### config.mk
export PLATFORM = sky130hd
export DESIGN_NAME = ppm_top
export DESIGN_NICKNAME = d
export VERILOG_FILES = /design/src/rtl/ppm_sync.v /design/src/rtl/ppm_top.v
export VERILOG_INCLUDE_DIRS = /design/src /design/src/rtl
export SDC_FILE = /design/constraint.sdc
export NUM_CORES = 1
export LEC_CHECK = 0
export ABC_AREA = 1
export BUFFER_PORTS_ARGS = -buffer_cell sky130_fd_sc_hd__buf_4
export CORE_MARGIN = 1.5
export CORE_UTILIZATION = 56
export CTS_CLUSTER_DIAMETER = 120
export CTS_CLUSTER_SIZE = 28
export DETAILED_ROUTE_END_ITERATION = 6
export PLACE_DENSITY = 0.83
export SLEW_MARGIN = 10
export SYNTH_ARGS = -nofsm -noshare
export SYNTH_HDL_FRONTEND = slang
export SYNTH_SLANG_ARGS = --single-unit
### constraint.sdc
create_clock -name aclk -period 1.6 [get_ports aclk]
set_input_delay 0.32 -clock aclk [delete_from_list [all_inputs] [get_ports aclk]]
set_output_delay 0.32 -clock aclk [all_outputs]
set_load 0.02 [all_outputs]
### src/rtl/ppm_consts.vh
// constants of the port pin function multiplexer
`ifndef PPM_CONSTS_VH
`define PPM_CONSTS_VH

// ------------------------------------------------------------
// bus
// ------------------------------------------------------------
`define PPM_AW 6
`define PPM_RESP_OK 2'h0
`define PPM_RESP_SLVERR 2'h2

// ------------------------------------------------------------
// register byte offsets
// ------------------------------------------------------------
`define PPM_OFS_LATCH 6'h00
`define PPM_OFS_DIR 6'h04
`define PPM_OFS_PULLUP 6'h08
`define PPM_OFS_ALT 6'h0C
`define PPM_OFS_ALTOUT 6'h10
`define PPM_OFS_CFG 6'h14
`define PPM_OFS_IN 6'h18
`define PPM_OFS_STATUS 6'h1C
`define PPM_OFS_MASK 6'h20

// ------------------------------------------------------------
// reset values, writable masks and the open-drain bits
// ------------------------------------------------------------
`define PPM_LATCH_MASK 24'hFFFFFF
`define PPM_DIR_RST 23'h7FFFFF
`define PPM_PU_MASK 23'h7C3FFF
`define PPM_OD_MASK 23'h03C000
`define PPM_ALT_MASK 31'h7FFC3FFF
`define PPM_AOUT_MASK 23'h0023B6
`define PPM_CFG_MASK 13'h1FFF
`define PPM_EV_MASK 7'h7F

// ------------------------------------------------------------
// bit positions in the 23-bit two-way pin vector, then the port 13 latch bit and the port 2 synchronised bits
// ------------------------------------------------------------
`define PPM_B_P00 5'h00
`define PPM_B_P01 5'h01
`define PPM_B_P10 5'h02
`define PPM_B_P11 5'h03
`define PPM_B_P12 5'h04
`define PPM_B_P13 5'h05
`define PPM_B_P14 5'h06
`define PPM_B_P15 5'h07
`define PPM_B_P16 5'h08
`define PPM_B_P17 5'h09
`define PPM_B_P30 5'h0A
`define PPM_B_P31 5'h0B
`define PPM_B_P32 5'h0C
`define PPM_B_P33 5'h0D
`define PPM_B_P7LO 5'h12
`define PPM_B_P7HI 5'h15
`define PPM_B_P120 5'h16
`define PPM_B_P13OUT 5'h17
`define PPM_B_P2LO 5'h17
`define PPM_B_P2HI 5'h1E

// ------------------------------------------------------------
// configuration and event fields
// ------------------------------------------------------------
`define PPM_CFG_TXSEL 4'hC
`define PPM_EV_KEY 3'h6

`endif

### src/rtl/ppm_sync.v
// two-stage synchroniser for pin levels
`timescale 1ns/100ps
module ppm_sync #(
  parameter W = 31
) (
  // clock and reset
  input wire aclk,
  input wire aresetn,
  // levels
  input wire [W-1:0] din,
  output reg [W-1:0] dout
);

  reg [W-1:0] stage1;

  always @(posedge aclk) begin
    if (!aresetn) begin
      stage1 <= {W{1'b0}};
      dout <= {W{1'b0}};
    end else begin
      stage1 <= din;
      dout <= stage1;
    end
  end

endmodule // ppm_sync

### src/rtl/ppm_top.v
// port pin function multiplexer with axi4-lite registers
`timescale 1ns/100ps
`include "ppm_consts.vh"

// Operation
// - port 0: two bits, direction, pull-up
// - port 1: eight bits, direction, pull-up
// - port 2: eight inputs, alternate analog
// - port 3: four bits, direction, pull-up
// - port 6: four open-drain bits, no pull-up
// - port 7: four bits, direction, pull-up
// - port 7 alternate: key interrupt inputs
// - port 12: one bit, direction, pull-up
// - port 13: one output-only bit
// - per-pin choice of port or alternate, except port 6 and port 13
// - edge interrupts: rising, falling or both
// - port 0 pins feed wide timer
// - timer output pins input after reset
// - byte timer count inputs on ports 1, 3
// - serial data in, out, two-way clock
// - two-way bits reset as inputs
module ppm_top (
  // clock and reset
  input wire aclk,
  input wire aresetn,
  // axi4-lite write
  input wire [`PPM_AW-1:0] s_axi_awaddr,
  input wire s_axi_awvalid,
  output reg s_axi_awready,
  input wire [31:0] s_axi_wdata,
  input wire [3:0] s_axi_wstrb,
  input wire s_axi_wvalid,
  output reg s_axi_wready,
  output reg [1:0] s_axi_bresp,
  output reg s_axi_bvalid,
  input wire s_axi_bready,
  // axi4-lite read
  input wire [`PPM_AW-1:0] s_axi_araddr,
  input wire s_axi_arvalid,
  output reg s_axi_arready,
  output reg [31:0] s_axi_rdata,
  output reg [1:0] s_axi_rresp,
  output reg s_axi_rvalid,
  input wire s_axi_rready,
  // interrupt
  output reg irq,
  // two-way pins: ports 0, 1, 3, 6, 7, 12
  input wire [22:0] pin_in,
  output reg [22:0] pin_out,
  output reg [22:0] pin_oe_n,
  output reg [22:0] pin_pullup_en,
  // port 2 and port 13
  input wire [7:0] port2_in,
  output reg [7:0] analog_inputs,
  output reg output_only_bit,
  // peripheral outputs toward the pins
  input wire wide_timer_out,
  input wire byte_timer_a_out,
  input wire byte_timer_b_out,
  input wire h_timer_a_out,
  input wire h_timer_b_out,
  input wire sync_serial_data_out,
  input wire sync_serial_clock_out,
  input wire sync_serial_clock_oe,
  input wire async_serial_a_tx,
  input wire async_serial_b_tx,
  // pin levels toward the peripherals
  output reg wide_timer_count_capture_in,
  output reg wide_timer_capture_trigger_in,
  output reg byte_timer_a_count_in,
  output reg byte_timer_b_count_in,
  output reg sync_serial_data_in,
  output reg sync_serial_clock_in,
  output reg async_serial_a_rx,
  output reg async_serial_b_rx,
  output reg edge_irq_in_0,
  output reg [3:0] edge_irq_in_1_to_4,
  output reg edge_irq_in_5,
  output reg [3:0] key_irq_inputs
);

  // ------------------------------------------------------------
  // functions
  // ------------------------------------------------------------
  function [31:0] merge_strb;
    input [31:0] old;
    input [31:0] upd;
    input [3:0] strb;
    integer k;
    begin
      for (k = 0; k < 4; k = k + 1) begin
        merge_strb[k*8 +: 8] = strb[k] ? upd[k*8 +: 8] : old[k*8 +: 8];
      end
    end
  endfunction

  function addr_mapped;
    input [`PPM_AW-1:0] a;
    begin
      case (a)
        `PPM_OFS_LATCH, `PPM_OFS_DIR, `PPM_OFS_PULLUP, `PPM_OFS_ALT,
        `PPM_OFS_ALTOUT, `PPM_OFS_CFG, `PPM_OFS_IN, `PPM_OFS_STATUS,
        `PPM_OFS_MASK: addr_mapped = 1'b1;
        default: addr_mapped = 1'b0;
      endcase
    end
  endfunction

  // ------------------------------------------------------------
  // registers and state
  // ------------------------------------------------------------
  reg [23:0] port_latch;
  reg [22:0] port_direction;
  reg [22:0] port_pullup_enable;
  reg [30:0] alt_mode;
  reg [22:0] alt_output_enable;
  reg [12:0] fn_config;
  reg [6:0] irq_status;
  reg [6:0] irq_mask;
  reg aw_hold;
  reg w_hold;
  reg [`PPM_AW-1:0] aw_addr_q;
  reg [31:0] w_data_q;
  reg [3:0] w_strb_q;
  reg [5:0] edge_prev;
  reg [3:0] key_prev;
  reg [31:0] next_rdata;
  reg [22:0] alt_val;
  reg [22:0] alt_drv;

  wire [30:0] sync_lvl;
  wire [22:0] pin_lvl;
  wire [7:0] p2_lvl;
  wire [22:0] pin_drv;
  wire [22:0] pin_val;
  wire [22:0] next_oe_n;
  wire [22:0] next_out;
  wire [22:0] next_pull;
  wire [5:0] edge_now;
  wire [5:0] edge_event;
  wire [3:0] key_now;
  wire key_event;
  wire [6:0] events;
  wire [31:0] wr_word;
  wire do_write;
  wire [6:0] status_clr;
  wire [22:0] od_mask;
  wire [22:0] pu_mask;
  // byte-merged write words, cut to each register's width where stored
  wire [31:0] m_latch, m_dir, m_pull, m_alt, m_aout, m_cfg, m_mask, m_clr;

  assign od_mask = `PPM_OD_MASK;
  assign pu_mask = `PPM_PU_MASK;

  // ------------------------------------------------------------
  // pin input synchronisation
  // ------------------------------------------------------------
  ppm_sync #(
    .W(31)
  ) u_sync (
    .aclk(aclk),
    .aresetn(aresetn),
    .din({port2_in, pin_in}),
    .dout(sync_lvl)
  );

  assign pin_lvl = sync_lvl[22:0];
  assign p2_lvl = sync_lvl[`PPM_B_P2HI:`PPM_B_P2LO];

  // ------------------------------------------------------------
  // alternate output selection
  // ------------------------------------------------------------
  always @* begin
    alt_val = 23'h000000;
    alt_val[`PPM_B_P01] = wide_timer_out;
    alt_val[`PPM_B_P10] = fn_config[`PPM_CFG_TXSEL] ? async_serial_a_tx
                                                    : sync_serial_clock_out;
    alt_val[`PPM_B_P12] = sync_serial_data_out;
    alt_val[`PPM_B_P13] = async_serial_b_tx;
    alt_val[`PPM_B_P15] = h_timer_a_out;
    alt_val[`PPM_B_P16] = h_timer_b_out;
    alt_val[`PPM_B_P17] = byte_timer_a_out;
    alt_val[`PPM_B_P33] = byte_timer_b_out;
    // only pins set to alternate with output enabled are peripheral-driven
    alt_drv = alt_mode[22:0] & alt_output_enable;
    // the serial clock pin drives only while the serial unit is clock master
    if (!fn_config[`PPM_CFG_TXSEL] && !sync_serial_clock_oe) begin
      alt_drv[`PPM_B_P10] = 1'b0;
    end
  end

  // ------------------------------------------------------------
  // per-pin drive, open drain and pull-up
  // ------------------------------------------------------------
  genvar gi;
  generate
    for (gi = 0; gi < 23; gi = gi + 1) begin : g_pin
      // port mode drives when direction is output; alternate overrides
      assign pin_drv[gi] = alt_drv[gi] |
                           (~port_direction[gi] & ~alt_mode[gi]);
      assign pin_val[gi] = alt_drv[gi] ? alt_val[gi] : port_latch[gi];
      // open-drain bits only pull low
      assign next_oe_n[gi] = od_mask[gi] ? ~(pin_drv[gi] & ~pin_val[gi])
                                         : ~pin_drv[gi];
      assign next_out[gi] = od_mask[gi] ? 1'b0 : pin_val[gi];
      assign next_pull[gi] = pu_mask[gi] & ~pin_drv[gi] &
                             port_pullup_enable[gi];
    end
  endgenerate

  // ------------------------------------------------------------
  // edge and key interrupt detection
  // ------------------------------------------------------------
  assign edge_now = {pin_lvl[`PPM_B_P16], pin_lvl[`PPM_B_P33], pin_lvl[`PPM_B_P32],
                     pin_lvl[`PPM_B_P31], pin_lvl[`PPM_B_P30], pin_lvl[`PPM_B_P120]};

  generate
    for (gi = 0; gi < 6; gi = gi + 1) begin : g_edge
      // the selected sources sit at alt bits 22, 10..13, 8
      wire alt_on;
      assign alt_on = (gi == 0) ? alt_mode[`PPM_B_P120] :
                      (gi == 5) ? alt_mode[`PPM_B_P16] :
                      alt_mode[`PPM_B_P30 + gi - 1];
      assign edge_event[gi] = alt_on &
        ((edge_now[gi] & ~edge_prev[gi] & fn_config[2*gi]) |
         (~edge_now[gi] & edge_prev[gi] & fn_config[2*gi+1]));
    end
  endgenerate

  assign key_now = pin_lvl[`PPM_B_P7HI:`PPM_B_P7LO];
  // a key press pulls its pin low
  assign key_event = |(~key_now & key_prev &
                       alt_mode[`PPM_B_P7HI:`PPM_B_P7LO]);
  assign events = {key_event, edge_event};

  // ------------------------------------------------------------
  // axi4-lite write channel
  // ------------------------------------------------------------
  assign do_write = aw_hold & w_hold & ~s_axi_bvalid;
  assign wr_word = w_data_q;
  assign m_latch = merge_strb({8'h00, port_latch}, wr_word, w_strb_q);
  assign m_dir = merge_strb({9'h000, port_direction}, wr_word, w_strb_q);
  assign m_pull = merge_strb({9'h000, port_pullup_enable}, wr_word, w_strb_q);
  assign m_alt = merge_strb({1'b0, alt_mode}, wr_word, w_strb_q);
  assign m_aout = merge_strb({9'h000, alt_output_enable}, wr_word, w_strb_q);
  assign m_cfg = merge_strb({19'h00000, fn_config}, wr_word, w_strb_q);
  assign m_mask = merge_strb({25'h0000000, irq_mask}, wr_word, w_strb_q);
  assign m_clr = merge_strb(32'h00000000, wr_word, w_strb_q);
  assign status_clr = (do_write && aw_addr_q == `PPM_OFS_STATUS) ? m_clr[6:0] : 7'h00;

  always @(posedge aclk) begin
    if (!aresetn) begin
      s_axi_awready <= 1'b1;
      s_axi_wready <= 1'b1;
      s_axi_bvalid <= 1'b0;
      s_axi_bresp <= `PPM_RESP_OK;
      aw_hold <= 1'b0;
      w_hold <= 1'b0;
      aw_addr_q <= {`PPM_AW{1'b0}};
      w_data_q <= 32'h00000000;
      w_strb_q <= 4'h0;
      port_latch <= 24'h000000;
      port_direction <= `PPM_DIR_RST;
      port_pullup_enable <= 23'h000000;
      alt_mode <= 31'h00000000;
      alt_output_enable <= 23'h000000;
      fn_config <= 13'h0000;
      irq_mask <= 7'h00;
    end else begin
      if (s_axi_awvalid && s_axi_awready) begin
        aw_hold <= 1'b1;
        aw_addr_q <= s_axi_awaddr;
        s_axi_awready <= 1'b0;
      end
      if (s_axi_wvalid && s_axi_wready) begin
        w_hold <= 1'b1;
        w_data_q <= s_axi_wdata;
        w_strb_q <= s_axi_wstrb;
        s_axi_wready <= 1'b0;
      end
      if (do_write) begin
        s_axi_bvalid <= 1'b1;
        s_axi_bresp <= addr_mapped(aw_addr_q) ? `PPM_RESP_OK : `PPM_RESP_SLVERR;
        case (aw_addr_q)
          `PPM_OFS_LATCH:
            port_latch <= m_latch[23:0] & `PPM_LATCH_MASK;
          `PPM_OFS_DIR:
            port_direction <= m_dir[22:0];
          `PPM_OFS_PULLUP:
            port_pullup_enable <= m_pull[22:0] & `PPM_PU_MASK;
          `PPM_OFS_ALT:
            alt_mode <= m_alt[30:0] & `PPM_ALT_MASK;
          `PPM_OFS_ALTOUT:
            alt_output_enable <= m_aout[22:0] & `PPM_AOUT_MASK;
          `PPM_OFS_CFG:
            fn_config <= m_cfg[12:0] & `PPM_CFG_MASK;
          `PPM_OFS_MASK:
            irq_mask <= m_mask[6:0] & `PPM_EV_MASK;
          default: begin
          end
        endcase
      end
      if (s_axi_bvalid && s_axi_bready) begin
        s_axi_bvalid <= 1'b0;
        aw_hold <= 1'b0;
        w_hold <= 1'b0;
        s_axi_awready <= 1'b1;
        s_axi_wready <= 1'b1;
      end
    end
  end

  // ------------------------------------------------------------
  // axi4-lite read channel
  // ------------------------------------------------------------
  always @* begin
    next_rdata = 32'h00000000;
    case (s_axi_araddr)
      `PPM_OFS_LATCH: next_rdata[23:0] = port_latch;
      `PPM_OFS_DIR: next_rdata[22:0] = port_direction;
      `PPM_OFS_PULLUP: next_rdata[22:0] = port_pullup_enable;
      `PPM_OFS_ALT: next_rdata[30:0] = alt_mode;
      `PPM_OFS_ALTOUT: next_rdata[22:0] = alt_output_enable;
      `PPM_OFS_CFG: next_rdata[12:0] = fn_config;
      // port 2 bits in analog mode read as zero
      `PPM_OFS_IN: next_rdata[30:0] = {p2_lvl & ~alt_mode[`PPM_B_P2HI:`PPM_B_P2LO],
                                       pin_lvl};
      `PPM_OFS_STATUS: next_rdata[6:0] = irq_status;
      `PPM_OFS_MASK: next_rdata[6:0] = irq_mask;
      default: next_rdata = 32'h00000000;
    endcase
  end

  always @(posedge aclk) begin
    if (!aresetn) begin
      s_axi_arready <= 1'b1;
      s_axi_rvalid <= 1'b0;
      s_axi_rdata <= 32'h00000000;
      s_axi_rresp <= `PPM_RESP_OK;
    end else begin
      if (s_axi_arvalid && s_axi_arready) begin
        s_axi_arready <= 1'b0;
        s_axi_rvalid <= 1'b1;
        s_axi_rdata <= next_rdata;
        s_axi_rresp <= addr_mapped(s_axi_araddr) ? `PPM_RESP_OK : `PPM_RESP_SLVERR;
      end else if (s_axi_rvalid && s_axi_rready) begin
        s_axi_rvalid <= 1'b0;
        s_axi_arready <= 1'b1;
      end
    end
  end

  // ------------------------------------------------------------
  // interrupt status, pins and peripheral feeds
  // ------------------------------------------------------------
  always @(posedge aclk) begin
    if (!aresetn) begin
      irq_status <= 7'h00;
      irq <= 1'b0;
      edge_prev <= 6'h00;
      key_prev <= 4'h0;
      pin_out <= 23'h000000;
      pin_oe_n <= `PPM_DIR_RST;
      pin_pullup_en <= 23'h000000;
      analog_inputs <= 8'h00;
      output_only_bit <= 1'b0;
      wide_timer_count_capture_in <= 1'b0;
      wide_timer_capture_trigger_in <= 1'b0;
      byte_timer_a_count_in <= 1'b0;
      byte_timer_b_count_in <= 1'b0;
      sync_serial_data_in <= 1'b0;
      sync_serial_clock_in <= 1'b0;
      async_serial_a_rx <= 1'b0;
      async_serial_b_rx <= 1'b0;
      edge_irq_in_0 <= 1'b0;
      edge_irq_in_1_to_4 <= 4'h0;
      edge_irq_in_5 <= 1'b0;
      key_irq_inputs <= 4'h0;
    end else begin
      // a new event wins over a clear in the same cycle
      irq_status <= (irq_status & ~status_clr) | events;
      irq <= |(((irq_status & ~status_clr) | events) & irq_mask);
      edge_prev <= edge_now;
      key_prev <= key_now;
      pin_out <= next_out;
      pin_oe_n <= next_oe_n;
      pin_pullup_en <= next_pull;
      analog_inputs <= alt_mode[`PPM_B_P2HI:`PPM_B_P2LO];
      output_only_bit <= port_latch[`PPM_B_P13OUT];
      wide_timer_count_capture_in <= alt_mode[`PPM_B_P00] &
                                     pin_lvl[`PPM_B_P00];
      wide_timer_capture_trigger_in <= alt_mode[`PPM_B_P01] &
                                       pin_lvl[`PPM_B_P01];
      byte_timer_a_count_in <= alt_mode[`PPM_B_P17] & pin_lvl[`PPM_B_P17];
      byte_timer_b_count_in <= alt_mode[`PPM_B_P33] & pin_lvl[`PPM_B_P33];
      sync_serial_data_in <= alt_mode[`PPM_B_P11] & pin_lvl[`PPM_B_P11];
      sync_serial_clock_in <= alt_mode[`PPM_B_P10] & pin_lvl[`PPM_B_P10];
      async_serial_a_rx <= alt_mode[`PPM_B_P11] & pin_lvl[`PPM_B_P11];
      async_serial_b_rx <= alt_mode[`PPM_B_P14] & pin_lvl[`PPM_B_P14];
      edge_irq_in_0 <= alt_mode[`PPM_B_P120] & pin_lvl[`PPM_B_P120];
      edge_irq_in_1_to_4 <= alt_mode[`PPM_B_P33:`PPM_B_P30] &
                            pin_lvl[`PPM_B_P33:`PPM_B_P30];
      edge_irq_in_5 <= alt_mode[`PPM_B_P16] & pin_lvl[`PPM_B_P16];
      key_irq_inputs <= alt_mode[`PPM_B_P7HI:`PPM_B_P7LO] & key_now;
    end
  end

endmodule // ppm_top

* After elaboration in Yosys (flattened, before gate mapping) *
Cells that the tools add are included.
Widths: inputs -> output; s select.

cells by class
  eq/ne operators = 16
  mux-type cells = 33
  bitwise gates (word level) = 207
  reduce and logical (&&, ||, !) cells = 46

operators by type and width
  cell                count
  $and 1x1->1         83
  $not 1->1           83
  $pmux 7 s9          1
  $pmux 10 s6         1
  $reduce_and 3->1    18
  $eq 6x5->1 const B  8
  $pmux 6 s7          1
  $or 1x1->1          29
  $eq 6x4->1 const B  4
  $mux 1              24
  $reduce_or 2->1     12
  $and 23x14->23      1
  $reduce_or 9->1     2
  $and 4x4->4         4
  $and 7x7->7         2
  $mux 7              2
  $pmux 7 s2          1
  $eq 6x3->1 const B  2
  $eq 6x6->1 const B  2
  $logic_not 6->1     2
  $and 8x8->8         1
  $not 8->8           1
  $logic_and 1x1->1   7
  $not 7->7           1
  other kinds (8)     10

storage, ports and cells
  register bits = 379
  logic and storage cells = 368

* Depth between registers and ports, before layout *
Gate-level depths: netlist of the first run.

  depth after elaboration = 9
  gate-level depth with buffers = 12
  gate-level depth less buffers = 10

* Modules after synthesis *
Synthesis of the first run repeated with hierarchy kept, for this count alone.

unflattened totals
  cells, all modules = 1762
  area, all modules = 13481.7 µm²

modules (own cells, without submodules)
  module    times used  cells an instance  area an instance (µm²)
  ppm_top   1           1569               11638.7
  ppm_sync  1           193                1843.0

* Worst setup path after synthesis of the first run *
Ideal clock, no wire load.

  path type = register to register
  from = register s_axi_bvalid
  to = register fn_config[5]
  library setup time = 0.128 ns
  data arrival time = 1.356 ns
  slack = 0.116 ns
  stages on the path, launching flop included = 8
  buffers on the path = 1
  cell sequence = dfxtp_1 nor2_2 nand2_1 nor2_1 inv_1 clkbuf_1 o21ai_0 a21oi_1

on the way
  longest elaborated chain between the ends = 3

ends and longest elaborated chain
  element                     RTL line       source
  from (decl)                 ppm_top.v:35   output reg s_axi_bvalid,
  from (signal assigned)      ppm_top.v:255  s_axi_bvalid <= 1'b0;
  from (signal assigned)      ppm_top.v:282  s_axi_bvalid <= 1'b1;
  from (signal assigned)      ppm_top.v:304  s_axi_bvalid <= 1'b0;
  $not 1->1                   ppm_top.v:239  assign do_write = aw_hold & w_hold & ~s_axi_bvalid;
  $and 1x1->1                 ppm_top.v:239
  $reduce_and 3->1 (no line)  n/a
  to (signal assigned)        ppm_top.v:296  fn_config <= m_cfg[12:0] & `PPM_CFG_MASK;
  to (decl)                   ppm_top.v:117  reg [12:0] fn_config;

Every way passes these cells.
A chain may end at the register's enable or synchronous reset.

* Worst setup path after layout of the first run *
  from = register aw_addr_q[0]
  to = register fn_config[1]

on the way
  longest elaborated chain between the ends = 2

ends and longest elaborated chain
  element                     RTL line       source
  from (decl)                 ppm_top.v:122  reg [`PPM_AW-1:0] aw_addr_q;
  from (signal assigned)      ppm_top.v:259  aw_addr_q <= {`PPM_AW{1'b0}};
  from (signal assigned)      ppm_top.v:272  aw_addr_q <= s_axi_awaddr;
  $eq 6x5->1                  ppm_top.v:284  case (aw_addr_q)
  $reduce_and 3->1 (no line)  n/a

Every way passes these cells.

==> run_results.csv, run 1 <==
group,metric,value,unit
status,run_status,"finished clean",
floorplan,core-area,23610,um2
clocking,cts_htree_levels,1,
sta,timing.hold.ws,0.01365,ns
clocking,numCtsBuffers,17,
final_layout,num-nets-final,2162,
global_routing,grt_overflow,0,
sta,finClkSkew,0.03260,ns
setup_path,reg2reg_slack,0.04,ns
final_layout,drive_above_1_share,21.02,%
floorplan,num_rows,56,
floorplan,initial_core_util,57.35,%
final_layout,fin_util,72.36,%
power_and_ir_drop,leakage,7.988,nW
power_and_ir_drop,power.total,15.69,mW
placement,dp_slack,-0.2198,ns
clocking,cts.sinks,368,
power_and_ir_drop,swShare,24.18,%
synth,synth_ff_type,"dfxtp_1",
job,cap_violations,0,
power_and_ir_drop,combPwrFrac,8.7,%
setup_path,slowest_stage,"dfxtp_2",
power_and_ir_drop,internal-power,11.90,mW
global_routing,grt_pass1_vias,11550,
synth,synthTopCellsByArea,"dfxtp_1, nand2_1, o21ai_0, nor2_1, inv_1",
clocking,root_buffer,"clkbuf_16",
placement,gp_congestion,0.9611,
drt,drtPass1Iterations,6,
floorplan,ioPinCount,234,
clocking,worstSkewPairLatency,0.52,ns
global_routing,grt_pass1_wl,60260,um
synth,synth_edf_count,0,
final_layout,fin_area,17090,um2
final_layout,layout_commonest_cell,"nand2_1",
setup_path,path_cells,"inv_2 > nand2_4 > inv_4 > buf_6 > nand3_4 > nor2_4 > inv_2 > nor2_4 > clkinvlp_4 > nor2_1 > nor2_1",
power_and_ir_drop,switchingPower,3.795,mW
min_path,hp-class,"in -> reg",
setup_path,critPathArrivalTime,1.97,ns
drt,drc_errors,0,
final_layout,multi_input_area,5082,um2
sta,rsz0062_at_grt,"true",
sta,setup_viol_count_final,0,
drt,dr.first_iter.drc_count,1093,
power_and_ir_drop,seqPwrFrac,60.9,%
sta,hold_viol,0,
setup_path,crit_path_start_kind,"flop",
sta,post-route-period-util,97.53,%
power_and_ir_drop,pwr_density_cell,918.5,nW/um2
setup_path,worst-setup-path-type,"reg -> reg",
synth,synth_top_area_share,54.40,%
drt,drtAntennaViolNets,0,
synth,avgSynthCellArea,7.612,um2
global_routing,grt_max_degree,123,
final_layout,final-seq-area,7373,um2
synth,ys_types,38,
final_layout,fillers,1822,
global_routing,antenna_found_initial,1,
synth,synth.largest_area_cell,"dfxtp_1",
sta,min_period,1.560,ns
drt,post_drt_wl_per_cell,16.58,um
synth,ys_seq_area_share,54.40,%
floorplan,die_w,158.5,um
sta,drv_slew,0,
setup_path,crit_required,2.01,ns
drt,wirelength,39540,um
sta,max_freq,640.9,MHz
synth,ys.warnings.count,0,
setup_path,end_kind,"flop",
placement,port_buffers,221,
placement,place_area,16090,um2
setup_path,slowest_delay,0.34,ns
setup_path,critPathMaxFanout,7,
sta,fin_ws,0.03958,ns
floorplan,fp.dieH,158.5,um
power_and_ir_drop,power_frac_clock,30.5,%
final_layout,syn_to_final_growth,26.18,%
drt,vias,12490,
clocking,cts_tree,"yes",
floorplan,dieArea,25120,um2
clocking,cts.clk_slew.worst_paths,0.10,ns
drt,routed_via_density,5.235,
synth,syn_area,13540,um2
final_layout,final_cell_mix,"nand2_1, dfxtp_1, buf_4",
power_and_ir_drop,max-vdd-ir-drop,0.0008050,V
synth,synthCells,1779,
global_routing,grt.total_usage,31.01,%
placement,dpl.hpwl,28480,um
synth,synthArstFlopShare,0,%
synth,ys_ff_latch,368,
clocking,clockBufferDepth,3,
==> worst max-delay path: cells and delay by family, from the launching register on <==
| family | cells | cell delay, ns |
|---|---|---|
| buffers and inverters | 5 | 0.50 |
| DFF | 1 | 0.34 |
| and+or+nand+nor | 6 | 0.63 |
==> Yosys cell counts, types with 10 or more instances <==
cell type	instances
buf_2	13
clkbuf_1	54
buf_4	15
nor3_1	27
nand2_1	377
nand4_1	10
o21ai_0	192
a21oi_1	120
nor2_1	246
dfxtp_1	368
nand3_1	44
o21ai_1	10
inv_1	232
==> routing by layer <==
layer,track usage (%),routed length [um]
met4,7.388,855
met1,43.45,16830
met3,6.097,3955
met2,49.30,17890
met5,0,0
==> logic make-up (layout without fill, tap and decap cells) <==
family / count (synthesis) / count (layout) / share of synthesized area [%]
flip-flops: 368 / 368 / 54.40
AND/OR/NAND/NOR: 726 / 726 / 21.81
AO/OA/AOI/OAI: 356 / 356 / 13.95
other: 1 / 12 / 0.02769
buffers and inverters: 328 / 604 / 9.803
==> what timing repair did <==
item,CTS,global route
gates resized for setup,24,80
pin swaps,1,17
hold buffers,25,0
gates cloned,0,1
setup buffers,0,5
hold endpoints to repair,25,0
endpoints found under the setup margin,68,122
==> sequential cells by signal, summed over array words and instances, names as in the netlist, 23 cells and up <==
signal,cells
port_direction,23
alt_mode,27
s_axi_rdata,31
u_sync.stage1,31
u_sync.dout,31
port_latch,24
pin_oe_n,23
w_data_q,31
==> area by class of cell <==
cell class,instances,share of cell area (%)
repair buffers,346,16.75
multi-input cells,1093,29.75
clock buffers,17,2.490
flip-flops and latches,368,43.15
diodes,1,0.01465
inverters,239,5.294
well taps,319,2.336
clock inverters,1,0.1757
repair inverters,1,0.04394
==> path summary, 6_finish.rpt <==
check | start | end | cells after the start
max reg2reg | aw_addr_q[0]$_SDFFE_PN0P_ | fn_config[1]$_SDFFE_PN0P_ | 11
max | aw_addr_q[0]$_SDFFE_PN0P_ | fn_config[1]$_SDFFE_PN0P_ | 11
min reg2reg | u_sync.stage1[3]$_SDFF_PN0_ | u_sync.dout[3]$_SDFF_PN0_ | 2
min | pin_in[3] | u_sync.stage1[3]$_SDFF_PN0_ | 3
==> power by group through the flow <==
stage	logic (mW)	registers (mW)	clock network, mW
2_1_floorplan	0.610	9.73	0
3_3_place_gp	1.20	9.73	0
3_5_place_dp	1.22	9.74	0
4_1_cts	1.29	9.53	4.85
5_1_grt	1.48	9.57	5.18
6_report	1.36	9.55	4.78
==> per-stage QoR <==
step,std cells,TNS [ns]
floorplan,1789,0
global placement,2335,-1.903
detailed placement,2335,-6.789
CTS,2378,-0.004361
global route,2384,-0.1786
finish,2385,0
No activity file was read; power rests on OpenSTA's default activity.
==> run 2, diff against run 1 <==
- ABC_AREA: 1 -> 0
- CORE_UTILIZATION: 56 -> 60
- PLACE_DENSITY: 0.83 -> 0.88
- SETUP_SLACK_MARGIN: default -> 0.4
- clock period: 1.6 -> 1.9 ns (I/O delays scaled with it)
==> run 2 against run 1 <==
The run now ends with design-rule violations, negative setup slack left. Maximum frequency decreased by 22%. Sequential share of layout area is 1.5 points higher. Count of clock-buffer cells in the layout unchanged. Global-route usage is essentially flat. Critical path depth is 5 lower. Sequential power shrank 16%. Clock skew is 0.0031 ns lower. Cell count shrank 22%. Flip-flop and latch count did not move. First-iteration DRC count increased by 5.9%. Critical endpoint is now alt_mode[7]$_SDFFE_PN0P_. Largest cell class unchanged. Highest routed layer unchanged.
==> run_results.csv, run 2 <==
group,metric,value,unit
global_routing,antenna_found_initial,0,
sta,setup_viol_count_final,14,
setup_path,critPathMaxFanout,8,
synth,syn_area,13250,um2
power_and_ir_drop,pwr_density_cell,786.6,nW/um2
floorplan,num_rows,54,
global_routing,grt_max_degree,177,
synth,synth_ff_type,"dfxtp_1",
power_and_ir_drop,max-vdd-ir-drop,0.0006769,V
synth,synthArstFlopShare,0,%
floorplan,initial_core_util,60.91,%
floorplan,fp.dieH,151.6,um
placement,port_buffers,221,
synth,synthTopCellsByCount,"dfxtp_1, nand2_1, nor2_1",
synth,yosysMostFrequentCell,"dfxtp_1",
final_layout,syn_to_final_growth,24.80,%
sta,slew_headroom,33.48,%
setup_path,crit_required,2.28,ns
sta,hold_viol,0,
drt,drc_errors,1,
clocking,clockBufferDepth,3,
final_layout,fillers,1412,
power_and_ir_drop,leakage,7.382,nW
placement,gp_congestion,0.9319,
clocking,cts.clk_slew.worst_paths,0.11,ns
final_layout,final_cell_mix,"dfxtp_1, buf_4, nand2_1",
final_layout,layout_commonest_cell,"dfxtp_1",
drt,dr.first_iter.drc_count,1158,
global_routing,grt_pass1_vias,10370,
sta,tns,-0.6012,ns
clocking,worstSkewPairLatency,0.53,ns
final_layout,multi_input_area,5699,um2
drt,wirelength,36910,um
clocking,numCtsBuffers,17,
global_routing,grt.total_usage,30.98,%
final_layout,drive_above_1_share,25.68,%
drt,drtPass1Iterations,7,
placement,dp_slack,-0.1035,ns
status,run_status,"complete, but fails checks",
sta,tightest_slew,0.9941,ns
clocking,cts.sinks,368,
sta,max_freq,499.5,MHz
min_path,hp-class,"in -> reg",
sta,timing.hold.ws,0.04302,ns
synth,ys_types,59,
sta,post-route-period-util,105.4,%
drt,vias,10960,
drt,drtAntennaViolNets,0,
placement,dp.cells,1823,
clocking,holdBufCountCts,0,
placement,dpl.hpwl,24250,um
synth,ys_seq_area_share,55.59,%
status,violations,"design-rule violations, negative setup slack",
global_routing,grt_overflow,0,
final_layout,num-nets-final,1686,
sta,min_period,2.002,ns
floorplan,dieArea,22990,um2
setup_path,crit_path_start_kind,"flop",
synth,synth_top_area_share,55.59,%
synth,ys_ff_latch,368,
setup_path,critPathArrivalTime,2.39,ns
clocking,cts_tree,"yes",
job,cap_violations,0,
final_layout,final-seq-area,7388,um2
sta,rsz0062_at_grt,"true",
sta,finClkSkew,0.02950,ns
sta,drv_slew,0,
final_layout,diodes,0,
clocking,root_buffer,"clkbuf_16",
synth,avgSynthCellArea,9.801,um2
floorplan,core-area,21760,um2
power_and_ir_drop,power.total,13.01,mW
sta,fin_ws,-0.1020,ns
global_routing,grt_pass1_wl,55120,um
synth,synth.largest_area_cell,"dfxtp_1",
drt,routed_via_density,5.865,
clocking,cts_htree_levels,1,
drt,post_drt_wl_per_cell,19.75,um
synth,synth_edf_count,0,
setup_path,worst-setup-path-type,"reg -> reg",
floorplan,die_w,151.6,um
synth,synthTopCellsByArea,"dfxtp_1, mux2i_1, nand2_1, and2_1, nor2_1",
final_layout,final_cells,1869,
setup_path,end_kind,"flop",
synth,synthCells,1352,
synth,ys.warnings.count,0,
floorplan,ioPinCount,234,
-- run 2: cell count changes in the layout (fill, tap and decap cells not counted), sizes merged, moves of 17 or more --
cell / change
a21oi: -56
a222oi: +30
a22oi: +18
and2: +102
and3: +27
dlygate4sd3: -25
inv: -221
mux2i: +125
nand2: -201
nand3: -17
nor2: -102
nor3: -20
o21ai: -191
-- run 2: worst max-delay path: stages (launching register included) --
cell and delay, ns:
dfxtp_2 0.35, or4_4 0.56, or2_4 0.26, buf_12 0.15
nor2_8 0.24, mux2i_1 0.24, nor2_1 0.08
-- run 2: timing repair --
action                                  CTS  global route
gates cloned                              0             0
gates resized for setup                  43            35
endpoints found under the hold margin     0             0
pin swaps                                19            20
endpoints found under the setup margin  143           150
buffers inserted                         19             9
-- run 2: worst paths after layout --
kind                                                   end  cells past startpoint  slack [ns]                    startpoint
worst max-delay path              alt_mode[7]$_SDFFE_PN0P_                      6       -0.10     aw_addr_q[1]$_SDFFE_PN0P_
worst min-delay path             s_axi_wready$_SDFFE_PP1P_                      2        0.04                  s_axi_wvalid
worst max register to register    alt_mode[7]$_SDFFE_PN0P_                      6       -0.10     aw_addr_q[1]$_SDFFE_PN0P_
worst min register to register  u_sync.dout[15]$_SDFF_PN0_                      1        0.44  u_sync.stage1[15]$_SDFF_PN0_
-- run 2: routing by layer --
layer	track usage, %	share of wire, %	vias to the layer above	wire length, um
met4	14.52	4.6	0	1713
li1	-	-	5058	-
met5	0	0	-	0
met3	6.287	9.3	139	3441
met2	49.89	47	593	17240
met1	40.03	39	5172	14520
-- run 2: through the flow --
stage	area [um2]	utilization (%)
global route	16540	76.02
CTS	16340	75.10
finish	16540	76.02
global placement	15600	71.70
floorplan	13550	-
detailed placement	15600	71.70
-- run 2: final cells by class --
cell class	count	share of cell area, %
clock buffers	17	2.572
well taps	280	2.118
clock inverters	1	0.1816
multi-input cells	878	34.46
inverters	17	0.4010
flip-flops and latches	368	44.67
repair buffers	308	15.59
-- run 2: logic make-up after synthesis --
family / synth area share (%)
simple gates: 21.38
flops: 55.59
compound gates: 9.631
mux: 9.442
buf+inv: 3.928
other cells: 0.02830
-- run 2: where the power goes --
group	switching (mW)	internal, mW	leakage [nW]
Sequential	0.121	7.86	2.99
Clock	2.38	1.65	0.221
Combinational	0.552	0.436	4.17
Total	3.05	9.96	7.38
